**config.mk**
```make
export PLATFORM = sky130hd
export DESIGN_NAME = fcbr_report
export DESIGN_NICKNAME = d
export VERILOG_FILES = /design/src/shared/fcbr_pkg.sv /design/src/rtl/fcbr_report.sv
export VERILOG_INCLUDE_DIRS = /design/src /design/src/shared
export SDC_FILE = /design/constraint.sdc
export NUM_CORES = 1
export LEC_CHECK = 0
export ABC_AREA = 1
export BUFFER_PORTS_ARGS = -buffer_cell sky130_fd_sc_hd__buf_2
export CELL_PAD_IN_SITES_DETAIL_PLACEMENT = 1
export CELL_PAD_IN_SITES_GLOBAL_PLACEMENT = 2
export CORE_UTILIZATION = 33
export CTS_BUF_LIST = sky130_fd_sc_hd__clkbuf_8
export CTS_CLUSTER_DIAMETER = 60
export DETAILED_ROUTE_END_ITERATION = 10
export PLACE_DENSITY = 0.86
export SYNTH_ARGS = -nofsm -noshare
export SYNTH_HDL_FRONTEND = slang
export SYNTH_SLANG_ARGS = --single-unit
```
**constraint.sdc**
```tcl
create_clock -name clk_i -period 2.7 [get_ports clk_i]
set_clock_uncertainty 0.15 [all_clocks]
set_input_delay 0.27 -clock clk_i [delete_from_list [all_inputs] [get_ports clk_i]]
set_output_delay 0.27 -clock clk_i [all_outputs]
set_load 0.05 [all_outputs]
```
**src/shared/fcbr_params.svh**
```systemverilog
// constants for the flow control buffer report framer
//
// Notes on behaviour
// - adjustment word pair is a signed 64-bit femtosecond delay, reference point to tag location.
// - adjustment should be positive on transmit path and negative on receive path.
// - buffer size field is sent as exactly three consecutive 32-bit words.
// - first two buffer words carry unsigned 64-bit sink buffer capacity in bytes.
// - upper 16 bits of the third buffer word are driven to zero.
// - 12-bit fill level sits in bits 15:4 of the third buffer word.
// - fill level maps empty to 0x000 and full to 0xfff proportionally.
// - fill level is the occupancy average over the interval since the last issue.
// - averaging method is the implementer's choice; here an exponential average.
// - bit 3 is set if any overflow happened in the current interval.
// - bit 2 is set if occupancy exceeded nearly-full threshold in the interval.
// - thresholds are configured outside the packet, never carried in packets.
// - bit 1 is set if occupancy fell below nearly-empty threshold in the interval.
// - bit 0 is set if any underflow happened in the current interval.
// - every packet carries a run-time selectable 32-bit stream tag.
// - data packets always carry integer and fractional seconds timestamps.
// - timestamp refers to the tag location; reference time is timestamp plus adjustment.
// - converter source: tag location is sample generation inside the ADC.
// - converter sink: tag location is sample consumption inside the DAC.
// - intermediate device: generation on receive, operation after buffering on transmit.
// - replication pair: tag location is sample generation inside the source converter.
// - each packet for a stream tag carries a sequentially increasing 32-bit message id.
// - second indicator word has only bit 1 set, announcing the buffer size field.
`ifndef FCBR_PARAMS_SVH
`define FCBR_PARAMS_SVH

`define FCBR_ADR_CTRL     8'h00
`define FCBR_ADR_TAG      8'h04
`define FCBR_ADR_ADJ_LO   8'h08
`define FCBR_ADR_ADJ_HI   8'h0c
`define FCBR_ADR_SIZE_LO  8'h10
`define FCBR_ADR_SIZE_HI  8'h14
`define FCBR_ADR_THRESH   8'h18
`define FCBR_ADR_STATUS   8'h1c
`define FCBR_ADR_MSGID    8'h20
`define FCBR_ADR_LAST     8'h24

`define FCBR_CTRL_TX_BIT  0
`define FCBR_CTRL_RESET   32'h0000_0000
`define FCBR_THRESH_RESET 32'h0e00_0200
`define FCBR_NE_LSB       0
`define FCBR_NF_LSB       16
`define FCBR_STAT_MISM    8
`define FCBR_STAT_BUSY    4

`define FCBR_CIF1_WORD    32'h0000_0002
`define FCBR_RSVD_W       16
`define FCBR_LEVEL_W      12
`define FCBR_FLAG_OVF     3
`define FCBR_FLAG_NF      2
`define FCBR_FLAG_NE      1
`define FCBR_FLAG_UNF     0
`define FCBR_LAST_IDX     3'h7

`endif

```
**src/shared/fcbr_pkg.sv**
```systemverilog
// types shared by the flow control buffer report framer
package fcbr_pkg;

  typedef enum logic [0:0] {
    FCBR_IDLE = 1'b0,
    FCBR_SEND = 1'b1
  } fcbr_state_type;

  // where the stream tag location sits, which fixes what the timestamp refers to
  typedef enum logic [1:0] {
    FCBR_LOC_ADC     = 2'b00,
    FCBR_LOC_DAC     = 2'b01,
    FCBR_LOC_INTER   = 2'b10,
    FCBR_LOC_BOOKEND = 2'b11
  } fcbr_loc_type;

endpackage : fcbr_pkg
```
**src/rtl/fcbr_report.sv**
```systemverilog
// flow control buffer report framer with wishbone register slave
//
// The Wishbone slave port and the address map were left to the implementer.
`include "fcbr_params.svh"

module fcbr_report #(
  parameter int OCC_W     = 16,
  parameter int AVG_SHIFT = 4
) (
  input  wire logic             clk_i,        // 100 MHz clock
  input  wire logic             rst_i,        // synchronous reset, active high
  input  wire logic             wb_cyc_i,     // bus cycle
  input  wire logic             wb_stb_i,     // bus strobe
  input  wire logic             wb_we_i,      // write enable
  input  wire logic [7:0]       wb_adr_i,     // byte address
  input  wire logic [3:0]       wb_sel_i,     // byte lanes
  input  wire logic [31:0]      wb_dat_i,     // write data
  output logic      [31:0]      wb_dat_o,     // read data
  output logic                  wb_ack_o,     // acknowledge
  input  wire logic [OCC_W-1:0] occupancy_i,  // sink buffer occupancy, all ones is full
  input  wire logic             overflow_i,   // overflow event pulse
  input  wire logic             underflow_i,  // underflow event pulse
  input  wire logic             issue_i,      // request to issue a packet
  output logic                  busy_o,       // words of a packet still pending
  output logic      [31:0]      word_o,       // packet word
  output logic      [2:0]       word_idx_o,   // index of word_o in the packet
  output logic                  word_valid_o, // word_o is valid
  output logic                  word_last_o,  // word_o is the status word
  input  wire logic             word_ready_i, // sink takes word_o
  output logic      [1:0]       tag_loc_o,    // stream tag location category
  output logic                  loc_gen_o     // timestamp refers to sample generation
);

  localparam int AW = `FCBR_LEVEL_W + AVG_SHIFT;

  ////////////////////////////////////////////////////////////////////////////////
  // registers and wishbone slave

  logic [31:0] ctrl;
  logic [31:0] tag;
  logic [31:0] adj_lo;
  logic [31:0] adj_hi;
  logic [31:0] size_lo;
  logic [31:0] size_hi;
  logic [31:0] thresh;
  logic [31:0] next_ctrl;
  logic [31:0] next_tag;
  logic [31:0] next_adj_lo;
  logic [31:0] next_adj_hi;
  logic [31:0] next_size_lo;
  logic [31:0] next_size_hi;
  logic [31:0] next_thresh;
  logic [31:0] next_dat;
  logic        next_ack;
  logic        wr;

  logic [3:0]    flags;
  logic [AW-1:0] avg;
  logic [31:0]   msgid;
  logic [31:0]   last_stat;
  logic          mismatch;
  fcbr_pkg::fcbr_state_type state;

  function automatic logic [31:0] merge(input logic [31:0] old, input logic [31:0] val,
                                        input logic [3:0] sel);
    logic [31:0] r;
    r = old;
    for (int b = 0; b < 4; b++)
    begin
      if (sel[b])
        r[8*b +: 8] = val[8*b +: 8];
    end
    return r;
  endfunction : merge

  assign wr = wb_cyc_i && wb_stb_i && wb_we_i && !wb_ack_o;

  // a sign that contradicts the configured path is flagged, not altered
  assign mismatch = ctrl[`FCBR_CTRL_TX_BIT] ? adj_hi[31] : !adj_hi[31];

  always_comb
  begin
    next_ctrl    = ctrl;
    next_tag     = tag;
    next_adj_lo  = adj_lo;
    next_adj_hi  = adj_hi;
    next_size_lo = size_lo;
    next_size_hi = size_hi;
    next_thresh  = thresh;
    next_ack     = wb_cyc_i && wb_stb_i && !wb_ack_o;
    next_dat     = 32'h0000_0000;
    if (wr && wb_adr_i == `FCBR_ADR_CTRL)
      next_ctrl = merge(ctrl, wb_dat_i, wb_sel_i) & 32'h0000_0007;
    else if (wr && wb_adr_i == `FCBR_ADR_TAG)
      next_tag = merge(tag, wb_dat_i, wb_sel_i);
    else if (wr && wb_adr_i == `FCBR_ADR_ADJ_LO)
      next_adj_lo = merge(adj_lo, wb_dat_i, wb_sel_i);
    else if (wr && wb_adr_i == `FCBR_ADR_ADJ_HI)
      next_adj_hi = merge(adj_hi, wb_dat_i, wb_sel_i);
    else if (wr && wb_adr_i == `FCBR_ADR_SIZE_LO)
      next_size_lo = merge(size_lo, wb_dat_i, wb_sel_i);
    else if (wr && wb_adr_i == `FCBR_ADR_SIZE_HI)
      next_size_hi = merge(size_hi, wb_dat_i, wb_sel_i);
    else if (wr && wb_adr_i == `FCBR_ADR_THRESH)
      next_thresh = merge(thresh, wb_dat_i, wb_sel_i) & 32'h0fff_0fff;
    if (wb_adr_i == `FCBR_ADR_CTRL)
      next_dat = ctrl;
    else if (wb_adr_i == `FCBR_ADR_TAG)
      next_dat = tag;
    else if (wb_adr_i == `FCBR_ADR_ADJ_LO)
      next_dat = adj_lo;
    else if (wb_adr_i == `FCBR_ADR_ADJ_HI)
      next_dat = adj_hi;
    else if (wb_adr_i == `FCBR_ADR_SIZE_LO)
      next_dat = size_lo;
    else if (wb_adr_i == `FCBR_ADR_SIZE_HI)
      next_dat = size_hi;
    else if (wb_adr_i == `FCBR_ADR_THRESH)
      next_dat = thresh;
    else if (wb_adr_i == `FCBR_ADR_STATUS)
      next_dat = {23'h000000, mismatch, 3'h0, busy_o, flags};
    else if (wb_adr_i == `FCBR_ADR_MSGID)
      next_dat = msgid;
    else if (wb_adr_i == `FCBR_ADR_LAST)
      next_dat = last_stat;
    if (!next_ack)
      next_dat = 32'h0000_0000;
  end

  always_ff @(posedge clk_i)
  begin
    if (rst_i)
    begin
      ctrl     <= `FCBR_CTRL_RESET;
      tag      <= 32'h0000_0000;
      adj_lo   <= 32'h0000_0000;
      adj_hi   <= 32'h0000_0000;
      size_lo  <= 32'h0000_0000;
      size_hi  <= 32'h0000_0000;
      thresh   <= `FCBR_THRESH_RESET;
      wb_ack_o <= 1'b0;
      wb_dat_o <= 32'h0000_0000;
    end
    else
    begin
      ctrl     <= next_ctrl;
      tag      <= next_tag;
      adj_lo   <= next_adj_lo;
      adj_hi   <= next_adj_hi;
      size_lo  <= next_size_lo;
      size_hi  <= next_size_hi;
      thresh   <= next_thresh;
      wb_ack_o <= next_ack;
      wb_dat_o <= next_dat;
    end
  end

  ////////////////////////////////////////////////////////////////////////////////
  // interval monitor: sticky flags, average, message id

  logic [11:0]   level;
  logic          capture;
  logic          fresh;
  logic [3:0]    events;
  logic [3:0]    next_flags;
  logic [AW-1:0] next_avg;
  logic          next_fresh;
  logic [31:0]   next_msgid;
  logic [31:0]   next_last;
  logic [31:0]   stat_word;
  logic [AW+1:0] diff;

  // top bits of occupancy: all zeros reads 0x000, all ones reads 0xfff
  assign level   = occupancy_i[OCC_W-1 -: 12];
  assign capture = issue_i && state == fcbr_pkg::FCBR_IDLE;

  assign events[`FCBR_FLAG_OVF] = overflow_i;
  assign events[`FCBR_FLAG_NF]  = level > thresh[`FCBR_NF_LSB +: 12];
  assign events[`FCBR_FLAG_NE]  = level < thresh[`FCBR_NE_LSB +: 12];
  assign events[`FCBR_FLAG_UNF] = underflow_i;

  // reported word includes events seen in the capture cycle itself
  assign stat_word = {{`FCBR_RSVD_W{1'b0}}, avg[AW-1 -: 12], flags | events};

  assign diff = {2'b00, level, {AVG_SHIFT{1'b0}}} - {2'b00, avg};

  always_comb
  begin
    next_flags = flags | events;
    next_avg   = avg;
    next_fresh = 1'b0;
    next_msgid = msgid;
    next_last  = last_stat;
    // exponential average, reloaded by the first sample of each interval
    if (fresh)
      next_avg = {level, {AVG_SHIFT{1'b0}}};
    else
      next_avg = avg + AW'($signed(diff) >>> AVG_SHIFT);
    if (capture)
    begin
      // events of this cycle already went out, so the new interval starts clean
      next_flags = 4'h0;
      next_fresh = 1'b1;
      next_msgid = msgid + 32'h0000_0001;
      next_last  = stat_word;
    end
  end

  always_ff @(posedge clk_i)
  begin
    if (rst_i)
    begin
      flags     <= 4'h0;
      avg       <= '0;
      // seed from the first sample, so the first interval is not a ramp up from zero
      fresh     <= 1'b1;
      msgid     <= 32'h0000_0000;
      last_stat <= 32'h0000_0000;
    end
    else
    begin
      flags     <= next_flags;
      avg       <= next_avg;
      fresh     <= next_fresh;
      msgid     <= next_msgid;
      last_stat <= next_last;
    end
  end

  ////////////////////////////////////////////////////////////////////////////////
  // word serializer

  logic [31:0] snap_tag;
  logic [31:0] snap_id;
  logic [31:0] snap_stat;
  logic [31:0] next_snap_tag;
  logic [31:0] next_snap_id;
  logic [31:0] next_snap_stat;
  logic [2:0]  next_idx;
  logic [31:0] next_word;
  logic [1:0]  next_loc;
  logic        next_gen;
  fcbr_pkg::fcbr_state_type next_state;

  // adjustment and size are read live, so software should not change them mid-packet
  function automatic logic [31:0] pick(input logic [2:0] i, input logic [31:0] t,
                                       input logic [31:0] id, input logic [31:0] st);
    case (i)
      3'h0:    pick = t;
      3'h1:    pick = id;
      3'h2:    pick = `FCBR_CIF1_WORD;
      3'h3:    pick = adj_hi;
      3'h4:    pick = adj_lo;
      3'h5:    pick = size_hi;
      3'h6:    pick = size_lo;
      default: pick = st;
    endcase
  endfunction : pick

  always_comb
  begin
    next_state     = state;
    next_idx       = word_idx_o;
    next_word      = word_o;
    next_snap_tag  = snap_tag;
    next_snap_id   = snap_id;
    next_snap_stat = snap_stat;
    case (state)
      fcbr_pkg::FCBR_IDLE:
      begin
        if (capture)
        begin
          next_state     = fcbr_pkg::FCBR_SEND;
          next_idx       = 3'h0;
          next_snap_tag  = tag;
          next_snap_id   = msgid;
          next_snap_stat = stat_word;
          next_word      = tag;
        end
      end
      default:
      begin
        if (word_ready_i)
        begin
          if (word_idx_o == `FCBR_LAST_IDX)
            next_state = fcbr_pkg::FCBR_IDLE;
          else
          begin
            next_idx  = word_idx_o + 3'h1;
            next_word = pick(word_idx_o + 3'h1, snap_tag, snap_id, snap_stat);
          end
        end
      end
    endcase
    // tag location follows the device category and path direction
    next_loc = ctrl[2:1];
    case (fcbr_pkg::fcbr_loc_type'(ctrl[2:1]))
      fcbr_pkg::FCBR_LOC_ADC:   next_gen = 1'b1;
      fcbr_pkg::FCBR_LOC_DAC:   next_gen = 1'b0;
      fcbr_pkg::FCBR_LOC_INTER: next_gen = !ctrl[`FCBR_CTRL_TX_BIT];
      default:                  next_gen = 1'b1;
    endcase
  end

  always_ff @(posedge clk_i)
  begin
    if (rst_i)
    begin
      state      <= fcbr_pkg::FCBR_IDLE;
      word_idx_o <= 3'h0;
      word_o     <= 32'h0000_0000;
      snap_tag   <= 32'h0000_0000;
      snap_id    <= 32'h0000_0000;
      snap_stat  <= 32'h0000_0000;
      tag_loc_o  <= 2'b00;
      loc_gen_o  <= 1'b1;
    end
    else
    begin
      state      <= next_state;
      word_idx_o <= next_idx;
      word_o     <= next_word;
      snap_tag   <= next_snap_tag;
      snap_id    <= next_snap_id;
      snap_stat  <= next_snap_stat;
      tag_loc_o  <= next_loc;
      loc_gen_o  <= next_gen;
    end
  end

  assign word_valid_o = state == fcbr_pkg::FCBR_SEND;
  assign word_last_o  = word_valid_o && word_idx_o == `FCBR_LAST_IDX;
  assign busy_o       = word_valid_o;

  ////////////////////////////////////////////////////////////////////////////////
  // assertions

  property p_reserved;
    @(posedge clk_i) disable iff (rst_i)
    word_last_o |-> word_o[31:16] == 16'h0000 && word_o[15:0] == snap_stat[15:0];
  endproperty
  a_reserved: assert property (p_reserved) else $error("status word wrong");

  property p_cif1;
    @(posedge clk_i) disable iff (rst_i)
    word_valid_o && word_idx_o == 3'h2 |-> word_o == 32'h0000_0002;
  endproperty
  a_cif1: assert property (p_cif1) else $error("indicator word wrong");

  property p_msgid;
    @(posedge clk_i) disable iff (rst_i)
    capture |=> msgid == $past(msgid) + 32'h0000_0001 && snap_id == $past(msgid);
  endproperty
  a_msgid: assert property (p_msgid) else $error("message id not sequential");

  property p_ovf;
    @(posedge clk_i) disable iff (rst_i)
    overflow_i && !capture |=> flags[3] throughout (!capture [*1]);
  endproperty
  a_ovf: assert property (p_ovf) else $error("overflow not sticky");

  property p_nf;
    @(posedge clk_i) disable iff (rst_i)
    $rose(level > thresh[27:16]) && !capture |=> flags[2];
  endproperty
  a_nf: assert property (p_nf) else $error("nearly full missed");

  property p_ne;
    @(posedge clk_i) disable iff (rst_i)
    level < thresh[11:0] && !capture |=> flags[1];
  endproperty
  a_ne: assert property (p_ne) else $error("nearly empty missed");

  property p_unf;
    @(posedge clk_i) disable iff (rst_i)
    capture && underflow_i |=> snap_stat[0] && !flags[0];
  endproperty
  a_unf: assert property (p_unf) else $error("underflow not reported");

  property p_clear;
    @(posedge clk_i) disable iff (rst_i)
    capture && !overflow_i && !underflow_i |=> flags[3] == 1'b0 && flags[0] == 1'b0;
  endproperty
  a_clear: assert property (p_clear) else $error("flags not cleared");

  property p_size;
    @(posedge clk_i) disable iff (rst_i)
    word_valid_o && word_idx_o == 3'h5 && word_ready_i |=> word_o == size_lo;
  endproperty
  a_size: assert property (p_size) else $error("size words out of order");

  property p_reset;
    @(posedge clk_i)
    rst_i |=> flags == 4'h0 && avg == '0 && !word_valid_o;
  endproperty
  a_reset: assert property (p_reset) else $error("reset state wrong");

  c_packet: cover property (@(posedge clk_i) disable iff (rst_i) word_last_o && word_ready_i);
  c_ovf:    cover property (@(posedge clk_i) disable iff (rst_i) capture && flags[3]);
  c_stall:  cover property (@(posedge clk_i) disable iff (rst_i)
                            word_valid_o && !word_ready_i [*3]);

endmodule : fcbr_report

```
# ---- Yosys cells after proc, flatten, opt, wreduce, memory -nomap -nowiden
# Cells that the tools add are included.
dict set report totals {
  ff_bits 408
  word_cells 153
}
dict set report classes {
  n_addsub 4
  n_lt_le_gt_ge 2
  eq_ne 20
  mux 26
  bitwise_logic 9
  reduce_logical 50
}
# cell n
set ops {}
lappend ops {{$mux 32} 12}
lappend ops {{$pmux 32 s7} 1}
lappend ops {{$add 32x1->32 const B} 1}
lappend ops {{$eq 8x5->1 const B} 4}
lappend ops {{$mux 16} 2}
lappend ops {{$reduce_and 8->1} 4}
lappend ops {{$reduce_and 7->1} 4}
lappend ops {{$reduce_and 6->1} 4}
lappend ops {{$reduce_and 5->1} 4}
lappend ops {{$sub 16x16->17} 1}
lappend ops {{$add 16x16->16} 1}
lappend ops {{$eq 8x4->1 const B} 2}
lappend ops {{$eq 8x6->1 const B} 2}
lappend ops {{$reduce_and 4->1} 4}
lappend ops {{$mux 3} 5}
lappend ops {{$reduce_and 3->1} 5}
lappend ops {{$logic_and 1x1->1} 13}
lappend ops {{$eq 3x3->1 const B} 4}
lappend ops {{$gt 12x12->1} 1}
lappend ops {{$lt 12x12->1} 1}
lappend ops {{$eq 8x3->1 const B} 1}
lappend ops {{$logic_not 8->1} 1}
lappend ops {{$not 1->1} 8}
lappend ops {{$eq 3x2->1 const B} 2}
lappend ops {{other kinds (14)} 24}

# ---- Depth between registers and ports, before layout
dict set report logic_depth {
  ltp_word 11
  ltp_mapped 24
}

# ---- Worst setup path before layout
# OpenSTA, ideal clock, no wires.
dict set report synth_path {
  path_kind {register to register}
  from {reg avg[7]}
  to {reg avg[15]}
  setup_ns 0.109
  t_arrival_ns 2.691
  t_required_ns 2.441
  slack_ns -0.250
  stages_incl_launch_ff 21
  path_buffers 0
  cell_sequence {dfxtp_1 -> inv_1 -> ha_1 -> inv_1 -> o21bai_1 -> nor2_1 -> o21ai_2 -> a21boi_0 -> o21ai_0 -> xor2_1 -> ha_1 -> a21oi_1 -> o21ai_0 -> nand2_1 -> nand2_1 -> a21oi_1 -> inv_1 -> nand2_1 -> nand3_1 -> nand2_1 -> inv_1}
}
dict set report synth_via {
  elab_chain_cells 3
}
# item line
set synth_lines {}
lappend synth_lines {{start: declaration} fcbr_report.sv:58} ;# logic [AW-1:0] avg;
lappend synth_lines {{start signal: assignment} fcbr_report.sv:223} ;# avg <= next_avg;
lappend synth_lines {{$sub 16x16->17} fcbr_report.sv:185} ;# assign diff = {2'b00, level, {AVG_SHIFT{1'b0}}} - {2'b00, avg};
lappend synth_lines {{$add 16x16->16 *} fcbr_report.sv:198} ;# next_avg = avg + AW'($signed(diff) >>> AVG_SHIFT);
lappend synth_lines {{$mux 16 *} fcbr_report.sv:195} ;# if (fresh)
# Mark *: on every way between the ends. The rest lies on a longest branch, timed or not.
# A chain may end at the register's enable or synchronous reset.

# ---- Worst setup path after layout
dict set report layout_path {
  from {reg avg[7]}
  to {reg avg[9]}
}
# Same word-level chain as after synthesis.

==> impl_metrics.py <==
metrics = {
    "status": {
        "outcome": "finished, violations left",
        "violations": "setup timing",
    },
    "synth": {
        "synthTopCellsByArea": "dfxtp_1 (42%), a21oi_1 (8.3%), nand2_1 (8.2%), o21ai_0 (7.6%), inv_1 (6.9%)",
        "ys_types": 50,
        "yosys_warnings": 0,
        "synth_top_area_share": 0.4158,
        "syn-num-nets": 2699,
        "syn-instance-count": 2570,
        "syn_area_mm2": 0.01887,
        "syn_avg_cell_area_um2": 7.343,
        "ys_ff_latch": 392,
        "ys_seq_area_frac": 0.4158,
        "synth_top_cell_by_area": "dfxtp_1",
    },
    "clocking": {
        "insertion_delay_ps": 680,
        "numCtsBuffers": 73,
        "cts_tree": "built",
        "clock_sinks": 392,
        "path_clk_slew_ps": 60,
        "cts_max_level": 3,
        "cts-root-buf": "clkbuf_8",
        "clock_path_buffers": 3,
    },
    "global_routing": {
        "grtUsageTotal": 0.2801,
        "grt_max_degree": 72,
        "antenna_found_initial": 1,
        "grt_pass1_vias": 20580,
        "globalRouteOverflowTotal": 0,
        "grt_pass1_wl_mm": 122.7,
    },
    "timing": {
        "tightest_slew_ps": 725.1,
        "period_share": 1.100,
        "maxSlewHeadroom": 0.5166,
        "whs_ps": 38.42,
        "slew_viol_final": 0,
        "post-route-min-period_ps": 2969,
        "setup_slack_ps": -269.3,
        "final_hold_viol_count": 0,
        "grt_setup_unrepaired": "true",
        "fmax_ghz": 0.3368,
        "setup_viol": 11,
    },
    "floorplan": {
        "dieArea_mm2": 0.05815,
        "core-area_mm2": 0.05650,
        "io_pins": 143,
        "start_util": 0.3340,
        "die_y_um": 241.1,
        "rows": 87,
        "fp.dieW_um": 241.1,
    },
    "drt": {
        "wl_per_cell_um": 22.45,
        "detail_route.vias_per_cell": 5.455,
        "routed_wl_mm": 83.05,
        "drc": 0,
        "vias": 20180,
        "firstDrtPassIters": 7,
        "drtAntennaViolNets": 0,
        "drtIter0Drc": 1466,
    },
    "worst_setup_path": {
        "path_class": "flop to flop",
        "crit_required_ps": 3090,
        "cp.arrival_ps": 3360,
        "crit_path_start_kind": "flop",
        "cp-end-kind": "flop",
        "crit_fanout": 4,
        "rr_worst_depth": 16,
    },
    "final_layout": {
        "final_common_cell": "nand2_1",
        "fin_util": 0.4255,
        "fin_cells": 3699,
        "fin_nets": 3020,
        "drive_gt1_frac": 0.2071,
        "final_cell_mix": "nand2_1 (387), dfxtp_1 (385), inv_1 (353)",
        "areaGrowthSynthToFinish_pct": 27.37,
    },
    "placed_design": {
        "dp_cells": 3502,
        "io_buffers": 138,
        "routabilityCongestion": 0.9410,
        "dp_hpwl_mm": 56.99,
    },
    "worst_hold_path": {
        "worstHoldPathType": "input port to flop",
        "whs_path_depth": 5,
    },
    "pwr": {
        "static-leakage-power_uw": 0.009749,
        "power_density_mw_per_mm2": 670.4,
        "vdd_ir_drop_max_mv": 0.2805,
    },
    "run": {
        "maxCapViolations": 0,
    },
}
synth_stat cells, drive strengths merged:
cell type,instances
xnor2,3
clkinv,5
ha,59
nor2,161
o21a,3
a32o,1
a21oi,312
nor3,25
a211oi,24
nor3b,4
o31ai,5
xor2,24
and3,1
a21o,3
inv,363
dfxtp,392
o2111ai,34
nand4,28
o21bai,4
nand2,432
o211ai,13
o221ai,8
nor4,5
fa,1
o22ai,93
buf,46
nand3b,1
or2,2
a21boi,3
o21ai,307
a31oi,34
clkbuf,75
nand3,99
state kept, by name (all words and copies together), names as in the netlist, 16 cells and up:
register	cells
snap_tag	32
adj_lo	32
avg	16
snap_stat	16
thresh	24
size_lo	32
snap_id	32
adj_hi	32
size_hi	32
tag	32
wb_dat_o	32
msgid	32
word_o	32
power by group:
group	switching, uW	internal (uW)
sequential	68.1	5910
combinational	2500	1820
clock	2710	3110
final timing paths:
path                              from                        end  slack (ps)
setup reg to reg     avg[7]$_SDFF_PP0_          avg[9]$_SDFF_PP0_        -270
hold / removal          occupancy_i[4]          avg[4]$_SDFF_PP0_          40
setup / recovery     avg[7]$_SDFF_PP0_          avg[9]$_SDFF_PP0_        -270
hold reg to reg   tag[28]$_SDFFE_PP0P_  snap_tag[28]$_SDFFE_PP0P_         320
cells by family after synthesis:
kind of cell             count (synthesis)  synth area share
AO/OA/AOI/OAI                          844            0.2484
adder cells (fa/ha/maj)                 60           0.04018
AND/OR/NAND/NOR                        758            0.1805
flip-flops                             392            0.4158
buffers and inverters                  489            0.1026
XOR/XNOR                                27           0.01253
worst max-delay path: stages, from the launching register on:
cell,delay (ps)
dfxtp_2,330
inv_2,50
ha_4,300
nand4_1,150
o21ai_4,250
buf_4,160
xor2_2,190
ha_1,310
nand2_1,90
nand2_1,70
nand3_2,120
nand3_4,130
nand3_2,100
nand2_2,60
xor2_1,150
o21ai_1,170
inv_1,60
metrics by stage:
step / area, um^2 / TNS (ps) / setup slack [ps] / total power (uW)
5_1_grt: 24030 / -4114 / -469.8 / 16770
2_1_floorplan: 18930 / 0 / 17.39 / 7751
3_3_place_gp: 21270 / -3047 / -320.8 / 9105
4_1_cts: 23590 / -2246 / -284.8 / 15500
3_5_place_dp: 21270 / -4383 / -484.5 / 9207
6_report: 24040 / -2162 / -269.3 / 16110
routing by layer:
metal	track usage	part of all wire	routed length, um
met1	0.3636	0.44	36600
met2	0.4666	0.47	38930
met3	0.03489	0.054	4453
met4	0.1187	0.037	3061
met5	0	0	0
layout make-up:
type	count	area [um^2]
repair buffers	367	2614
clock inverters	37	229.0
fillers	7000	32460
flip-flops and latches	392	7856
multi-input cells	1689	9793
inverters	368	1394
diodes	3	7.507
clock buffers	87	1197
well taps	756	945.9
timing repair:
item / 4_1_cts / 5_1_grt
pin swaps: 30 / 43
setup endpoints to repair: 12 / 12
resized for setup: 67 / 90
buffers inserted: 11 / 3
hold endpoints to repair: 213 / 0
hold buffers: 57 / 0
Note: power is estimated with default switching activity, not from simulation.
